### config.mk
export PLATFORM = sky130hd
export DESIGN_NAME = blit_command_decode
export DESIGN_NICKNAME = d
export VERILOG_FILES = /design/src/blit_pkg.sv /design/src/blit_command_decode.sv
export SDC_FILE = /design/constraint.sdc
export NUM_CORES = 1
export LEC_CHECK = 0
export ABC_CLOCK_PERIOD_IN_PS = 3800
export BUFFER_PORTS_ARGS = -buffer_cell sky130_fd_sc_hd__buf_2
export CORE_MARGIN = 1
export CORE_UTILIZATION = 50
export DETAILED_ROUTE_END_ITERATION = 10
export GPL_TIMING_DRIVEN = 0
export HOLD_SLACK_MARGIN = 0.12
export PLACE_DENSITY = 0.81
export SLEW_MARGIN = 20
export SYNTH_ARGS = -nofsm -noshare
export SYNTH_HDL_FRONTEND = slang
export SYNTH_SLANG_ARGS = --single-unit
### constraint.sdc
create_clock -name sys_clk_i -period 3.8 [get_ports sys_clk_i]
set_input_delay 0.19 -clock sys_clk_i [delete_from_list [all_inputs] [get_ports sys_clk_i]]
set_output_delay 0.19 -clock sys_clk_i [all_outputs]
set_load 0.02 [all_outputs]
### src/blit_pkg.sv
// blit_pkg: register map, field layout and codes for the blit command decoder
// assumes: APB slave with 32-bit data, one system clock
package blit_pkg;

  // ----------------------------------------------------------------
  // register offsets
  // ----------------------------------------------------------------
  localparam logic [15:0] CONTROL_OFS      = 16'h8000;
  localparam logic [15:0] STATUS_OFS       = 16'h8004;
  localparam logic [15:0] COMMAND_OFS      = 16'h8008;
  localparam logic [15:0] SOURCE_START_OFS = 16'h800C;
  localparam logic [15:0] FIFO_POP_OFS     = 16'h8040;

  // ----------------------------------------------------------------
  // fields and reset values
  // ----------------------------------------------------------------
  localparam int          GO_BIT        = 0;
  localparam int          DEPTH_BIT     = 18;
  localparam int          BUSY_BIT      = 0;
  localparam int          ROP_LSB       = 16;
  localparam int          OP_LSB        = 0;
  localparam int          ADDR_W        = 21;
  localparam logic [31:0] COMMAND_RST   = 32'h0000_0000;
  localparam logic [31:0] SOURCE_RST    = 32'h0000_0000;
  localparam logic [31:0] CONTROL_MASK  = 32'h0004_0000;
  localparam logic [31:0] COMMAND_MASK  = 32'h000F_000F;
  localparam logic [31:0] SOURCE_MASK   = 32'h001F_FFFF;

  // ----------------------------------------------------------------
  // read-transfer fifo throttle and transfer length
  // ----------------------------------------------------------------
  localparam logic [4:0] FIFO_FULL_CNT    = 5'h10;
  localparam logic [4:0] FIFO_RESUME_CNT  = 5'h0E;
  localparam logic [7:0] XFER_LEN         = 8'h20;

  // ----------------------------------------------------------------
  // operation codes
  // ----------------------------------------------------------------
  typedef enum logic [3:0] {
    OP_WRITE_ROP     = 4'h0,
    OP_READ          = 4'h1,
    OP_MOVE_POS_ROP  = 4'h2,
    OP_MOVE_NEG_ROP  = 4'h3,
    OP_WRITE_TRANSP  = 4'h4,
    OP_MOVE_TRANSP   = 4'h5,
    OP_PATTERN_ROP   = 4'h6,
    OP_PATTERN_TRANSP= 4'h7,
    OP_EXPAND        = 4'h8,
    OP_EXPAND_TRANSP = 4'h9,
    OP_MOVE_EXPAND   = 4'hA,
    OP_MOVE_EXPAND_T = 4'hB,
    OP_SOLID_FILL    = 4'hC
  } op_t;

  localparam logic [3:0] OP_LAST_LEGAL = 4'hC;

endpackage : blit_pkg

### src/blit_command_decode.sv
// blit_command_decode: command/source decode and pixel raster unit
// assumes: APB master on sys_clk_i; pixel operands come from the datapath
`timescale 1ns/1ns
`default_nettype none

module blit_command_decode
(
  input  wire logic        sys_clk_i,
  input  wire logic        rst_i,
  input  wire logic        psel_i,
  input  wire logic        penable_i,
  input  wire logic        pwrite_i,
  input  wire logic [15:0] paddr_i,
  input  wire logic [31:0] pwdata_i,
  output logic      [31:0] prdata_o,
  output logic             pready_o,
  output logic             pslverr_o,
  input  wire logic [15:0] src_pixel_i,
  input  wire logic [15:0] pat_pixel_i,
  input  wire logic [15:0] dst_pixel_i,
  input  wire logic [15:0] key_colour_i,
  input  wire logic        pixel_valid_i,
  output logic      [15:0] result_pixel_o,
  output logic             result_write_o,
  output logic             transfer_active_o,
  output logic      [3:0]  transfer_operation_select_o,
  output logic      [2:0]  expand_start_bit_o,
  output logic             host_sourced_o,
  output logic             odd_byte_align_o,
  output logic      [14:0] pattern_base_o,
  output logic      [2:0]  pattern_line_o,
  output logic      [3:0]  pattern_pixel_o,
  output logic             fifo_push_o
);

  // ----------------------------------------------------------------
  // registers
  // ----------------------------------------------------------------
  logic [31:0] blit_control;
  logic [31:0] blit_command;
  logic [31:0] blit_source_start;
  logic [4:0]  fifo_used;
  logic [7:0]  remaining;
  logic        paused;

  // busy is the state itself, so status can never disagree with it
  typedef enum logic [1:0] {IDLE, RUN} eng_state_t;
  eng_state_t state;

  // ----------------------------------------------------------------
  // apb decode
  // ----------------------------------------------------------------
  wire logic access     = psel_i & penable_i;
  wire logic wr         = access & pwrite_i;
  wire logic rd         = access & ~pwrite_i;
  wire logic hit_ctrl   = paddr_i == blit_pkg::CONTROL_OFS;
  wire logic hit_stat   = paddr_i == blit_pkg::STATUS_OFS;
  wire logic hit_cmd    = paddr_i == blit_pkg::COMMAND_OFS;
  wire logic hit_src    = paddr_i == blit_pkg::SOURCE_START_OFS;
  wire logic hit_pop    = paddr_i == blit_pkg::FIFO_POP_OFS;
  wire logic mapped     = hit_ctrl | hit_stat | hit_cmd | hit_src | hit_pop;
  wire logic busy       = state == RUN;

  // ----------------------------------------------------------------
  // command decode
  // ----------------------------------------------------------------
  wire logic [3:0] op_sel   = blit_command[blit_pkg::OP_LSB +: 4];
  wire logic [3:0] rop_code = blit_command[blit_pkg::ROP_LSB +: 4];
  wire logic       depth16  = blit_control[blit_pkg::DEPTH_BIT];
  wire logic       reserved = op_sel > blit_pkg::OP_LAST_LEGAL;
  wire logic       go_write = wr & hit_ctrl & pwdata_i[blit_pkg::GO_BIT];
  // writing zero to go never stops a run: no clear path exists
  wire logic       start    = go_write & ~busy;

  wire logic is_read    = op_sel == blit_pkg::OP_READ;
  wire logic is_pattern = op_sel == blit_pkg::OP_PATTERN_ROP
                        | op_sel == blit_pkg::OP_PATTERN_TRANSP;
  wire logic is_transp  = op_sel == blit_pkg::OP_WRITE_TRANSP
                        | op_sel == blit_pkg::OP_MOVE_TRANSP
                        | op_sel == blit_pkg::OP_PATTERN_TRANSP
                        | op_sel == blit_pkg::OP_EXPAND_TRANSP
                        | op_sel == blit_pkg::OP_MOVE_EXPAND_T;
  wire logic is_solid   = op_sel == blit_pkg::OP_SOLID_FILL;
  wire logic is_expand  = op_sel[3:2] == 2'b10;
  // write ops and the two non-move expand ops (8, 9) take their data from the host
  wire logic host_src   = op_sel == blit_pkg::OP_WRITE_ROP
                        | op_sel == blit_pkg::OP_WRITE_TRANSP
                        | op_sel == blit_pkg::OP_EXPAND
                        | op_sel == blit_pkg::OP_EXPAND_TRANSP;

  // ----------------------------------------------------------------
  // pattern address split
  // ----------------------------------------------------------------
  wire logic [20:0] src_addr = blit_source_start[20:0];
  wire logic [14:0] next_base = depth16
    ? {1'b0, src_addr[20:7]}
    : src_addr[20:6];
  wire logic [2:0]  next_line = depth16 ? src_addr[6:4] : src_addr[5:3];
  wire logic [3:0]  next_pix  = depth16 ? src_addr[3:0]
                                        : {1'b0, src_addr[2:0]};

  // ----------------------------------------------------------------
  // raster function
  // ----------------------------------------------------------------
  // pattern replaces source operand
  wire logic [15:0] s_opnd = is_pattern ? pat_pixel_i : src_pixel_i;
  wire logic [15:0] d_opnd = dst_pixel_i;
  logic [15:0] rop_out;
  genvar gi;
  generate
    for (gi = 0; gi < 16; gi++)
    begin : g_rop
      // truth table index {s,d} bitwise per pixel bit
      assign rop_out[gi] = rop_code[{s_opnd[gi], d_opnd[gi]}];
    end
  endgenerate
  wire logic [15:0] depth_mask = depth16 ? 16'hFFFF : 16'h00FF;
  wire logic [15:0] next_result = (is_solid ? s_opnd : rop_out) & depth_mask;
  wire logic key_hit = ((s_opnd ^ key_colour_i) & depth_mask) == 16'h0000;

  // ----------------------------------------------------------------
  // read throttle
  // ----------------------------------------------------------------
  wire logic pop      = wr & hit_pop & fifo_used != 5'h00;
  // two-entry hysteresis stops the engine trickling single words
  wire logic full     = fifo_used == blit_pkg::FIFO_FULL_CNT;
  // after full, wait until fewer than 14 remain
  wire logic next_paused = paused
    ? fifo_used >= blit_pkg::FIFO_RESUME_CNT
    : full;
  wire logic push     = busy & is_read & ~next_paused & ~full
                      & remaining != 8'h00;
  wire logic done     = busy & (reserved
                      | (is_read & remaining == 8'h00)
                      | (~is_read & remaining == 8'h00));
  wire logic pix_step = busy & ~is_read & ~reserved & pixel_valid_i
                      & remaining != 8'h00;
  // a write only rides on a counted step, so a run writes at most its
  // fixed XFER_LEN pixels and a reserved code never reaches memory
  wire logic next_wr  = pix_step & ~(is_transp & key_hit);

  wire logic [31:0] status_word = {3'h0, fifo_used, 23'h0, busy};
  wire logic [31:0] rd_word =
      hit_ctrl ? (blit_control & blit_pkg::CONTROL_MASK)
    : hit_stat ? status_word
    : hit_cmd  ? blit_command
    : hit_src  ? blit_source_start
    : 32'h0000_0000;

  // ----------------------------------------------------------------
  // sequential
  // ----------------------------------------------------------------
  always_ff @(posedge sys_clk_i)
  begin
    if (rst_i)
    begin
      blit_control      <= 32'h0000_0000;
      blit_command      <= blit_pkg::COMMAND_RST;
      blit_source_start <= blit_pkg::SOURCE_RST;
    end
    else if (wr & hit_ctrl)
      blit_control <= pwdata_i & blit_pkg::CONTROL_MASK;
    else if (wr & hit_cmd)
      blit_command <= pwdata_i & blit_pkg::COMMAND_MASK;
    else if (wr & hit_src)
      blit_source_start <= pwdata_i & blit_pkg::SOURCE_MASK;
  end

  always_ff @(posedge sys_clk_i)
  begin
    if (rst_i)
    begin
      state     <= IDLE;
      remaining <= 8'h00;
      fifo_used <= 5'h00;
      paused    <= 1'b0;
    end
    else
    begin
      paused <= busy & next_paused;
      fifo_used <= fifo_used + {4'h0, push} - {4'h0, pop};
      unique case (state)
        IDLE:
        begin
          if (start)
          begin
            state     <= RUN;
            remaining <= blit_pkg::XFER_LEN;
          end
        end
        RUN:
        begin
          if (done)
            state <= IDLE;
          else if (push | pix_step)
            remaining <= remaining - 8'h01;
        end
      endcase
    end
  end

  // ----------------------------------------------------------------
  // registered outputs
  // ----------------------------------------------------------------
  always_ff @(posedge sys_clk_i)
  begin
    if (rst_i)
    begin
      prdata_o                    <= 32'h0000_0000;
      pready_o                    <= 1'b0;
      pslverr_o                   <= 1'b0;
      result_pixel_o              <= 16'h0000;
      result_write_o              <= 1'b0;
      transfer_active_o           <= 1'b0;
      transfer_operation_select_o <= 4'h0;
      expand_start_bit_o          <= 3'h0;
      host_sourced_o              <= 1'b0;
      odd_byte_align_o            <= 1'b0;
      pattern_base_o              <= 15'h0000;
      pattern_line_o              <= 3'h0;
      pattern_pixel_o             <= 4'h0;
      fifo_push_o                 <= 1'b0;
    end
    else
    begin
      // no wait states: every access ends in its first access cycle
      pready_o       <= psel_i & ~penable_i;
      pslverr_o      <= psel_i & ~penable_i & ~mapped;
      prdata_o       <= (psel_i & ~penable_i & ~pwrite_i) ? rd_word
                                                          : 32'h0000_0000;
      result_pixel_o <= next_result;
      result_write_o <= next_wr;
      transfer_active_o <= (busy & ~done) | start;
      transfer_operation_select_o <= op_sel;
      expand_start_bit_o <= is_expand ? rop_code[2:0] : 3'h0;
      host_sourced_o   <= host_src;
      odd_byte_align_o <= host_src & src_addr[0];
      pattern_base_o   <= next_base;
      pattern_line_o   <= next_line;
      pattern_pixel_o  <= next_pix;
      fifo_push_o      <= push;
    end
  end

  // ----------------------------------------------------------------
  // checks
  // ----------------------------------------------------------------
  AST_NO_PUSH_WHEN_FULL: assert property (@(posedge sys_clk_i)
    disable iff (rst_i) full |-> !push)
    else $error("push while fifo full");
  AST_RESUME_BELOW: assert property (@(posedge sys_clk_i)
    disable iff (rst_i) paused && fifo_used >= 5'h0E |=> !fifo_push_o)
    else $error("resumed before fifo drained below 14");
  AST_BUSY_SET: assert property (@(posedge sys_clk_i)
    disable iff (rst_i) start |=> transfer_active_o)
    else $error("busy not raised on start");
  AST_RESERVED_DONE: assert property (@(posedge sys_clk_i)
    disable iff (rst_i) busy && reserved |=> !busy ##1 !transfer_active_o)
    else $error("reserved op did not finish at once");
  AST_EXPAND_START: assert property (@(posedge sys_clk_i)
    disable iff (rst_i) is_expand |=> expand_start_bit_o == $past(rop_code[2:0]))
    else $error("expansion start bit wrong");
  AST_SPLIT16: assert property (@(posedge sys_clk_i)
    disable iff (rst_i) depth16 |=> pattern_line_o == $past(src_addr[6:4]))
    else $error("16 bpp line split wrong");
  AST_SPLIT8: assert property (@(posedge sys_clk_i)
    disable iff (rst_i) !depth16 |=> pattern_base_o == $past(src_addr[20:6]))
    else $error("8 bpp base split wrong");
  AST_TRANSP_SKIP: assert property (@(posedge sys_clk_i)
    disable iff (rst_i) is_transp && key_hit |=> !result_write_o)
    else $error("key colour pixel written");
  AST_ZERO_GO: assert property (@(posedge sys_clk_i)
    disable iff (rst_i) busy && !done && wr && hit_ctrl |=> busy)
    else $error("run stopped early");

  // ----------------------------------------------------------------
  // decode and datapath checks
  // ----------------------------------------------------------------
  AST_READ_NO_WRITE: assert property (@(posedge sys_clk_i)
    disable iff (rst_i) busy && is_read |=> !result_write_o)
    else $error("read transfer wrote a pixel");
  AST_RESERVED_NO_WRITE: assert property (@(posedge sys_clk_i)
    disable iff (rst_i) reserved |=> !result_write_o)
    else $error("reserved op wrote a pixel");
  AST_HOST_ALIGN: assert property (@(posedge sys_clk_i)
    disable iff (rst_i) host_src |=> odd_byte_align_o == $past(src_addr[0]))
    else $error("host byte alignment wrong");
  AST_OTHER_ALIGN: assert property (@(posedge sys_clk_i)
    disable iff (rst_i) !host_src |=> !odd_byte_align_o)
    else $error("alignment shown for memory source");
  AST_PIX8: assert property (@(posedge sys_clk_i)
    disable iff (rst_i)
    !depth16 |=> pattern_pixel_o == {1'b0, $past(src_addr[2:0])})
    else $error("8 bpp pixel offset wrong");
  AST_PIX16: assert property (@(posedge sys_clk_i)
    disable iff (rst_i)
    depth16 |=> pattern_pixel_o == $past(src_addr[3:0]))
    else $error("16 bpp pixel offset wrong");
  AST_MASK8: assert property (@(posedge sys_clk_i)
    disable iff (rst_i) !depth16 |=> result_pixel_o[15:8] == 8'h00)
    else $error("upper byte set at 8 bpp");
  AST_PUSH_READ: assert property (@(posedge sys_clk_i)
    disable iff (rst_i) fifo_push_o
    |-> transfer_operation_select_o == blit_pkg::OP_READ)
    else $error("fifo push outside a read transfer");
  AST_GO_STARTS: assert property (@(posedge sys_clk_i)
    disable iff (rst_i) start |=> busy)
    else $error("go did not start an idle engine");
  AST_ROP_ZERO: assert property (@(posedge sys_clk_i)
    disable iff (rst_i) rop_code == 4'h0 && !is_solid
    |=> result_pixel_o == 16'h0000)
    else $error("raster code 0000 not all zeros");
  AST_ROP_ONE: assert property (@(posedge sys_clk_i)
    disable iff (rst_i) rop_code == 4'hF && !is_solid
    |=> result_pixel_o == $past(depth_mask))
    else $error("raster code 1111 not all ones");

  // ----------------------------------------------------------------
  // coverage
  // ----------------------------------------------------------------
  COV_READ_PAUSE: cover property (@(posedge sys_clk_i) paused ##1 !paused);
  COV_PATTERN: cover property (@(posedge sys_clk_i) busy && is_pattern);
  COV_RESERVED: cover property (@(posedge sys_clk_i) start && reserved);
  COV_KEY_SKIP: cover property (@(posedge sys_clk_i) busy && is_transp && key_hit);
  COV_EXPAND: cover property (@(posedge sys_clk_i) busy && is_expand);

endmodule : blit_command_decode

`default_nettype wire

* Word level (Yosys, flattened, before mapping) *
Index checks and enable logic that the tools add are counted.
Widths: inputs -> output; s select.

cells by class
  equality and inequality tests = 21
  multiplexer cells = 49
  reductions and logical operators = 16
  bitwise gates (word level) = 62
  $add $sub $neg = 3
  $lt $le $gt $ge = 18

operators with widths
  cell                  count
  $eq 16x16->1 const B  5
  $lt 2x3->1 const B    16
  $mux 16               3
  $mux 21               2
  $and 16x16->16        2
  $bmux 1 s2            16
  $mux 29               1
  $and 1x1->1           28
  $mux 8                3
  $mux 19               1
  $mux 1                17
  $eq 4x3->1 const B    4
  $eq 4x4->1 const B    4
  $logic_not 16->1      1
  $or 1x1->1            16
  $pmux 8 s2            1
  $xor 16x16->16        1
  $not 1->1             15
  $mux 14               1
  $logic_not 8->1       1
  $reduce_bool 8->1     1
  $reduce_or 2->1       4
  $sub 8x1->8 const B   1
  $reduce_and 3->1      2
  other kinds (19)      23

word-level totals
  input bits = 118
  logic and storage cells = 194
  register bits = 130
  output and inout bits = 84

* Depth between registers and ports, before layout *
Gate-level depths: netlist of run 1.

  depth after elaboration = 10
  mapped depth = 18
  depth with buffers taken out = 17

* Worst setup path before layout of run 1 *
No wires, ideal clock.

  kind = flip-flop to flip-flop
  start point = reg remaining[2]
  end point = reg fifo_used[4]
  period minus slack after synthesis = 2935 ps
  path buffers = 1
  stages on the path, launching flop included = 17
  arrival = 2808 ps
  required time = 3672 ps
  path slack = 865 ps
  setup time = 128 ps
  cells stage by stage = dfxtp_1 -> or4_4 -> or3_1 -> and4_4 -> buf_6 -> inv_1 -> ha_1 -> inv_1 -> ha_1 -> inv_1 -> fa_1 -> inv_1 -> a21oi_1 -> nor2_1 -> nor2_1 -> xor2_1 -> nor2_1

between the ends
  word-level cells in the longest chain between the ends = 4

ends and longest elaborated chain
  what                      line                        source
  start: declaration        blit_command_decode.sv:43   logic [7:0] remaining;
  start signal: assignment  blit_command_decode.sv:188  remaining <= blit_pkg::XFER_LEN;
  start signal: assignment  blit_command_decode.sv:196  remaining <= remaining - 8'h01;
  $reduce_bool 8->1         blit_command_decode.sv:132  & remaining != 8'h00;
  $and 1x1->1               blit_command_decode.sv:132
  $add 5x1->5               blit_command_decode.sv:181  fifo_used <= fifo_used + {4'h0, push} - {4'h0, pop};
  $sub 5x1->5               blit_command_decode.sv:181
  end signal: assignment    blit_command_decode.sv:181
  end: declaration          blit_command_decode.sv:42   logic [4:0] fifo_used;

Every way passes these cells.
A chain may end at the register's enable or synchronous reset.

* Worst setup path in the final report of run 1 *
Same ends and word-level chain as after synthesis.

==> results of run 1 <==
cells in the mapped netlist (2+ instances only):
library cell and number:
o211ai_1 3, buf_2 4, nor3_1 14, buf_1 4
dfxtp_1 123, nor2b_1 16, mux2_2 10, a31oi_1 3
a2111oi_0 8, nand2b_1 2, nor2_1 58, o22ai_1 4
o21ai_1 3, o21ai_0 13, nand3b_1 2, nor4_1 4
a22oi_1 4, o221ai_1 2, nor2_2 2, nand2_1 54
xnor2_1 7, a221oi_1 2, mux2i_1 56, or3_1 6
ha_1 11, or4_1 2, nand3_1 4, or2_2 3
and3_1 5, o21a_1 7, nor4b_1 3, buf_4 6
o311a_1 8, a22o_1 7, and2_1 19, a21oi_1 35
o2111ai_1 2, clkbuf_1 26, nor3b_1 5, xor2_1 11
inv_1 30
metrics by stage:
step / cells / hold WS [ns] / instance area [sq um] / worst slack, ns
floorplan: 612 / 0.278 / 5560 / 0.865
global placement: 934 / 0.436 / 6640 / 0.716
detailed placement: 934 / 0.447 / 6640 / 0.670
CTS: 1008 / 0.121 / 7660 / 0.654
global route: 1008 / 0.127 / 7660 / 0.458
finish: 1008 / 0.138 / 7660 / 0.667
registers in the layout, indices dropped and copies added (netlist names), 5 cells and up:
| register | cells |
|---|---|
| pattern_base_o | 15 |
| blit_command | 8 |
| result_pixel_o | 16 |
| blit_source_start | 21 |
| remaining | 8 |
| fifo_used | 5 |
| prdata_o | 26 |
cells by family (layout without fill, tap and decap cells):
logic type / after synthesis / count (layout) / synth area share (%)
AOI/OAI and AO/OA: 107 / 107 / 13.0
xor gates and xnor gates: 18 / 18 / 2.85
other: 1 / 6 / 0.0677
DFF: 123 / 123 / 44.5
buffers and inverters: 71 / 327 / 5.44
and+or+nand+nor: 209 / 209 / 19.2
muxes: 66 / 66 / 12.2
adders and majority gates: 12 / 12 / 2.85
path summary, 6_finish.rpt:
kind | startpoint | to | depth (start not counted) | slack, ns
worst max-delay path | remaining[2] | fifo_used[4] | 16 | 0.67
worst min-delay path | src_pixel_i[3] | result_pixel_o[3] | 4 | 0.14
worst min register to register | blit_source_start[1] | blit_source_start[1] | 2 | 0.48
worst max register to register | remaining[2] | fifo_used[4] | 16 | 0.67
placed cells by master (no fill, tap or decap), types with 5 or more instances in the layout:
cell,count
o311a_1,8
xnor2_1,7
mux2i_1,56
nor3_1,14
nor2b_1,16
xor2_1,11
or3_1,6
a22o_1,7
o21ai_0,13
nand2_1,54
dfxtp_1,123
conb_1,6
o21a_1,7
inv_1,30
mux2_2,10
nor2_1,58
a21oi_1,35
a2111oi_0,8
nor3b_1,5
buf_2,186
buf_4,6
and3_1,5
dlygate4sd3_1,42
and2_1,19
ha_1,11
clkbuf_16,16
clkbuf_1,27
per-layer routing:
layer  track usage [%]  wire length, um  vias to the layer above
met4              13.4              613                        0
met2              45.7             7610                      284
li1                  -                -                     2597
met3              6.14             1100                       61
met1              34.0             6490                     2556
met5                 0                0                        -
worst reg2reg max path, cell delays in order (launching register included):
cell,delay (ns)
dfxtp_1,0.35
or4_4,0.55
or3_1,0.35
and4_4,0.19
buf_6,0.13
inv_1,0.08
ha_1,0.23
inv_1,0.06
ha_1,0.15
inv_1,0.05
fa_1,0.40
inv_1,0.07
a21oi_1,0.06
nor2_1,0.09
nor2_1,0.06
xor2_1,0.12
nor2_1,0.05
timing repair:
action,CTS,global route
hold buffers,42,0
gates resized for setup,0,0
endpoints found under the hold margin,51,0
cell type report:
class	instances	area share, %
Buffer	41	2.47
Clock buffer	19	5.64
Inverter	30	1.47
Multi-Input combinational cell	418	36.5
Sequential cell	123	32.2
Clock inverter	13	2.14
Tap cell	140	2.29
Timing Repair Buffer	224	17.4
power by group:
| group | total [mW] | internal, mW | switching [mW] |
|---|---|---|---|
| clock | 1.63 | 1.02 | 0.605 |
| combinational | 0.216 | 0.108 | 0.107 |
| sequential | 1.30 | 1.29 | 0.00128 |
| total | 3.14 | 2.42 | 0.714 |
==> run metrics, run 1 <==
Initial Util=51.3%; crit path time final=3.13 ns; crit-path cells=or4_4 -> or3_1 -> and4_4 -> buf_6 -> inv_1 -> ha_1 -> inv_1 -> ha_1 -> inv_1 -> fa_1 -> inv_1 -> a21oi_1 -> nor2_1 -> nor2_1 -> xor2_1 -> nor2_1; H-tree depth=4; status=finished, final reports clean; die area=11,500 sq um; PortBufs=182; Main synth FF type=dfxtp_1; crit-path leading delay family=simple AND/OR/NAND/NOR gates; largest net degree at the start of global routing=17; multi-input logic area=2790 sq um; Die H=107 um; EDFF count, synth=0; Seq/Total Area, Yosys=44.5%; Synth area leader=dfxtp_1; critical path endpoint category=flip-flop; vias in the first global route=5,131; drt total wl=15,800 um; post-synthesis average cell area=9.12 sq um; Clk Latency, worst-skew pair=0.53 ns; Hold Vio Cnt, Final=0; worst setup path class=reg -> reg; final core utilization=71.0%; Die Wd=107 um; total congestion overflow=0; area grow syn2layout=38.3%; MaxCap Viol Count=0; fraction of layout cells with a size suffix above 1=28.0%; Synth top area share=44.5%; Max Root-Sink Buffers=2; DR vias/cell=5.45; HPWL after DPL=11,200 um; Crit-path slowest cell=or4_4; postcts setup bufs=0; setup TNS=0 ns; CTS sink cnt=123; crit-path max cell delay=0.55 ns; Static Leakage=3.53 nW; warnings from Yosys=0; top post-synthesis cells by area=dfxtp_1, mux2i_1, nor2_1; Post-Synthesis Cell Area=5540 sq um; crit start category=flip-flop; Overall Global Routing Usage=27.6%; CP most frequent cell=inv_1; Synth async-reset ratio=0%; Site Rows=38; DRC=0; CTS Buf Count=17; total power=3.14 mW; pwr dens=410 nW/um^2; FILL cells=797; initial antenna violation count=0; CTS tree=built; highest clock rate=0.319 GHz; Nets=985; Req. time, crit path=4.19 ns; placer congestion estimate=0.846; Routed Antenna Nets=0; Final setup viols=0; worst min path class=in -> reg; worst slew pin tran=0.736 ns; ANT cells=0; Slew Viols, Final=0; Synth cell types=60; #FFs+latches synth=123; slew margin rel.=50.9%; fin crit share=82.5%; WP buf/inv=5; RSZ-0062 raised after global routing=no; Syn Inst Count=607; CTS root buffer=clkbuf_8; Reg area=2460 sq um; DRT iter0 DRCs=422; skew final=0.0113 ns; Critical Path Fanout Max=7; VDD IR max=259 uV; core area=10,800 sq um; Pre-Repair DR Iteration Count=6; IO Pins=202; Vias=5,498; first-pass GRT wire length=24,600 um; CP Data Arrival Time=3.53 ns; Worst-path clk slew=0.06 ns; wire per inst=15.7 um
No activity file was read; power rests on OpenSTA's default activity.
==> run 2, diff against run 1 <==
ABC_AREA = 1   (was not set)
ABC_CLOCK_PERIOD_IN_PS = 3100   (was 3800)
PLACE_DENSITY = 0.8   (was 0.81)
clock period = 3.1 ns   (was 3.8 ns; I/O delays follow)
==> run 2 against run 1 <==
Net effect:
- via count increased by 13%
- critical path type is now in -> reg
- area after synthesis increased by 2.6%
- worst hold slack worse by 0.0084 ns
- largest cell class unchanged
- critical path depth grew 2
- cell count is 18% higher
- critical endpoint unchanged
- wire length rose by 12%
- power grew 21%
- global-route usage increased by 2.7 points
==> run metrics, run 2 <==
setup TNS=0 ns (unchanged); ANT cells=0 (unchanged); hold depth=4 (unchanged); crit path time final=2.83 ns; hold path start=src_pixel_i[12]; Synth async-reset ratio=0% (unchanged); CTS tree=built; sw frac=23.7% (+0.93 points); GRT met1 Usage=34.9% (+0.89 points); Die Wd=109 um (+1.3%); NetSw=903 uW (+26%); die area=11,800 sq um (+2.6%); wire per inst=14.9 um (-4.7%); top post-synthesis cells by area=dfxtp_1, nand2_1, nor2_1; Main synth FF type=dfxtp_1; core area=10,900 sq um (+1.3%); H-tree depth=4 (unchanged); R2R Path End=fifo_used[4]; reg2reg start=fifo_used[2]; RSZ-0062 raised after global routing=no; Overall Global Routing Usage=30.3% (+2.7 points); r2r setup slk=0.29 ns (-0.38 ns); Slew Viols, Final=0 (unchanged); routing usage on met3=7.05% (+0.91 points); area grow syn2layout=37.7%; PortBufs=184 (+1.1%); CTS root buffer=clkbuf_16; Synth cell types=43 (-28%); DRT iter0 DRCs=514 (+22%); CP Data Arrival Time=3.13 ns (-0.40 ns); most common cell after layout, fill and taps aside=buf_2; most frequent cells in the layout=buf_2, nand2_1, dfxtp_1, nor2_1, inv_1; highest clock rate=0.354 GHz; largest net degree at the start of global routing=17 (unchanged); pwr dens=487 nW/um^2 (+19%); worst slew pin tran=0.608 ns (-0.128 ns); Nets=1,164 (+18%); critical path endpoint category=flip-flop; fraction of layout cells with a size suffix above 1=25.0% (-3.0 points); Worst-path clk slew=0.06 ns (about the same); Synth area leader=dfxtp_1; Critical Path Fanout Max=4 (-3); MaxCap Viol Count=0 (unchanged); worst setup path class=in -> reg; Routed Antenna Nets=0 (unchanged); Int Power=2.91 mW (+20%); VDD IR max=402 uV (+55%); slew margin rel.=59.4% (+8.5 points); status=finished, final reports clean; Hold Vio Cnt, Final=0 (unchanged); DR vias/cell=5.25 (-3.7%); Synth top area share=43.3% (-1.1 points); final core utilization=71.6% (+0.60 points); max reg flops=26 (unchanged); r2r worst-path depth=17 (+1); Max Root-Sink Buffers=2 (unchanged); gr busiest metal=met2; EDFF count, synth=0 (unchanged); most numerous cell in the Yosys netlist=nand2_1; postcts setup bufs=0 (unchanged); IO Pins=202 (unchanged); first-pass GRT wire length=27,200 um (+11%); crit start category=input port; Logic pwr share=6.7% (-0.2 points); met2 usage=52.3% (+6.6 points); Clk pwr share=51.7% (about the same); Syn Inst Count=783 (+29%); Site Rows=38 (unchanged); skew final=0.00753 ns (-0.00378 ns); worst min path class=in -> reg; placer congestion estimate=0.902 (+6.6%); commonest cells in the netlist=nand2_1, dfxtp_1, nor2_1; WHS Endpoint=result_pixel_o[12]; initial antenna violation count=1 (+1); Pre-Repair DR Iteration Count=5 (-1); CTS Buf Count=17 (unchanged); CTS sink cnt=123 (unchanged); Initial Util=52.0% (+0.66 points); Seq/Total Area, Yosys=43.3% (-1.1 points); #FFs+latches synth=123 (unchanged); drt total wl=17,700 um (+12%); CP startpoint=paddr_i[2]; Vias=6,234 (+13%); total congestion overflow=0 (unchanged); Static Leakage=3.61 nW (+2.5%); Final setup viols=0 (unchanged); Die H=109 um (+1.3%); biggest regs=prdata_o (26), blit_source_start (21), result_pixel_o (16); vias in the first global route=5,693 (+11%); Reg with most FFs=prdata_o; Reg power frac=41.7% (+0.4 points); fin crit share=91.2%; Req. time, crit path=3.40 ns (-0.79 ns); warnings from Yosys=0 (unchanged); DRC=0 (unchanged); Post-Synthesis Cell Area=5680 sq um (+2.6%); HPWL after DPL=12,300 um (+9.2%); post-synthesis average cell area=7.26 sq um (-20%); Clk Latency, worst-skew pair=0.42 ns (-0.11 ns)
run 2: changes by cell type after synthesis, moves of 20 or more:
cell / before / now
a21oi_1: 35 / 62
nand2_1: 54 / 181
nand3_1: 4 / 46
mux2i_1: 56 / 0
o21ai_0: 13 / 33
nor2_1: 58 / 95
inv_1: 30 / 83
a211oi_1: 0 / 20
run 2: cell type report:
type	instances	area, sq um
well taps	140	175
fillers	898	3110
multi-input cells	542	2720
plain buffers	35	194
inverters	88	333
flip-flops and latches	123	2460
clock buffers	18	429
repair buffers	227	1350
clock inverters	14	163
run 2: repair_timing:
| item | CTS | global route |
|---|---|---|
| setup endpoints to repair | 0 | 1 |
| hold buffers | 43 | 0 |
| endpoints found under the hold margin | 47 | 0 |
| gates resized for setup | 0 | 2 |
run 2: power by group through the flow:
stage / Combinational [mW] / Sequential (mW) / Clock [mW]
finish: 0.254 / 1.59 / 1.97
detailed placement: 0.207 / 1.62 / 0
global placement: 0.204 / 1.62 / 0
floorplan: 0.0904 / 1.63 / 0
CTS: 0.250 / 1.59 / 1.97
global route: 0.278 / 1.59 / 2.04
run 2: metal layers:
| metal | up-vias | routed length [um] |
|---|---|---|
| met5 | - | 10 |
| met4 | 2 | 616 |
| met3 | 63 | 1510 |
| met2 | 324 | 8570 |
| met1 | 2787 | 7030 |
| li1 | 3058 | - |
run 2: kinds of logic (layout without fill, tap and decap cells):
kind of cell	Yosys count	in the layout	synth area share, %
adders and majority gates	12	12	2.77
DFF	123	123	43.3
AOI/OAI and AO/OA	143	143	14.6
other	1	6	0.0660
and+or+nand+nor	378	378	29.5
buffers and inverters	123	382	9.27
xor gates and xnor gates	3	3	0.462
run 2: through the flow:
stage | worst slack (ns) | total power [mW] | instances | cell area [sq um] | hold slack, ns
global route | 0.0119 | 3.90 | 1187 | 7830 | 0.148
detailed placement | 0.382 | 1.83 | 1112 | 6800 | 0.412
global placement | 0.393 | 1.83 | 1112 | 6800 | 0.405
finish | 0.273 | 3.81 | 1187 | 7830 | 0.129
floorplan | 0.667 | 1.72 | 788 | 5700 | 0.298
CTS | 0.247 | 3.80 | 1187 | 7820 | 0.122
run 2: how the worst max path moves through the flow:
stage                         endpoint  depth (start not counted)  slack, ns
after CTS                 fifo_used[4]                         18       0.25
after global routing      fifo_used[4]                         17       0.01
after global placement    fifo_used[4]                         14       0.39
final                     fifo_used[4]                         18       0.27
after detailed placement  fifo_used[4]                         17       0.38
after floorplan           fifo_used[4]                         17       0.67
run 2: worst max-delay path, stage by stage:
cell and delay [ns]:
dlygate4sd3_1 0.53, buf_2 0.13, inv_1 0.16, nand3_1 0.15, nor2_1 0.12, nand3_1 0.14, a311oi_1 0.28, ha_1 0.28
inv_1 0.05, ha_1 0.15, inv_1 0.05, fa_1 0.39, nor2_1 0.12, nor2_1 0.04, nor2_1 0.09, nor2_1 0.07
o21ai_1 0.14, a21oi_1 0.07
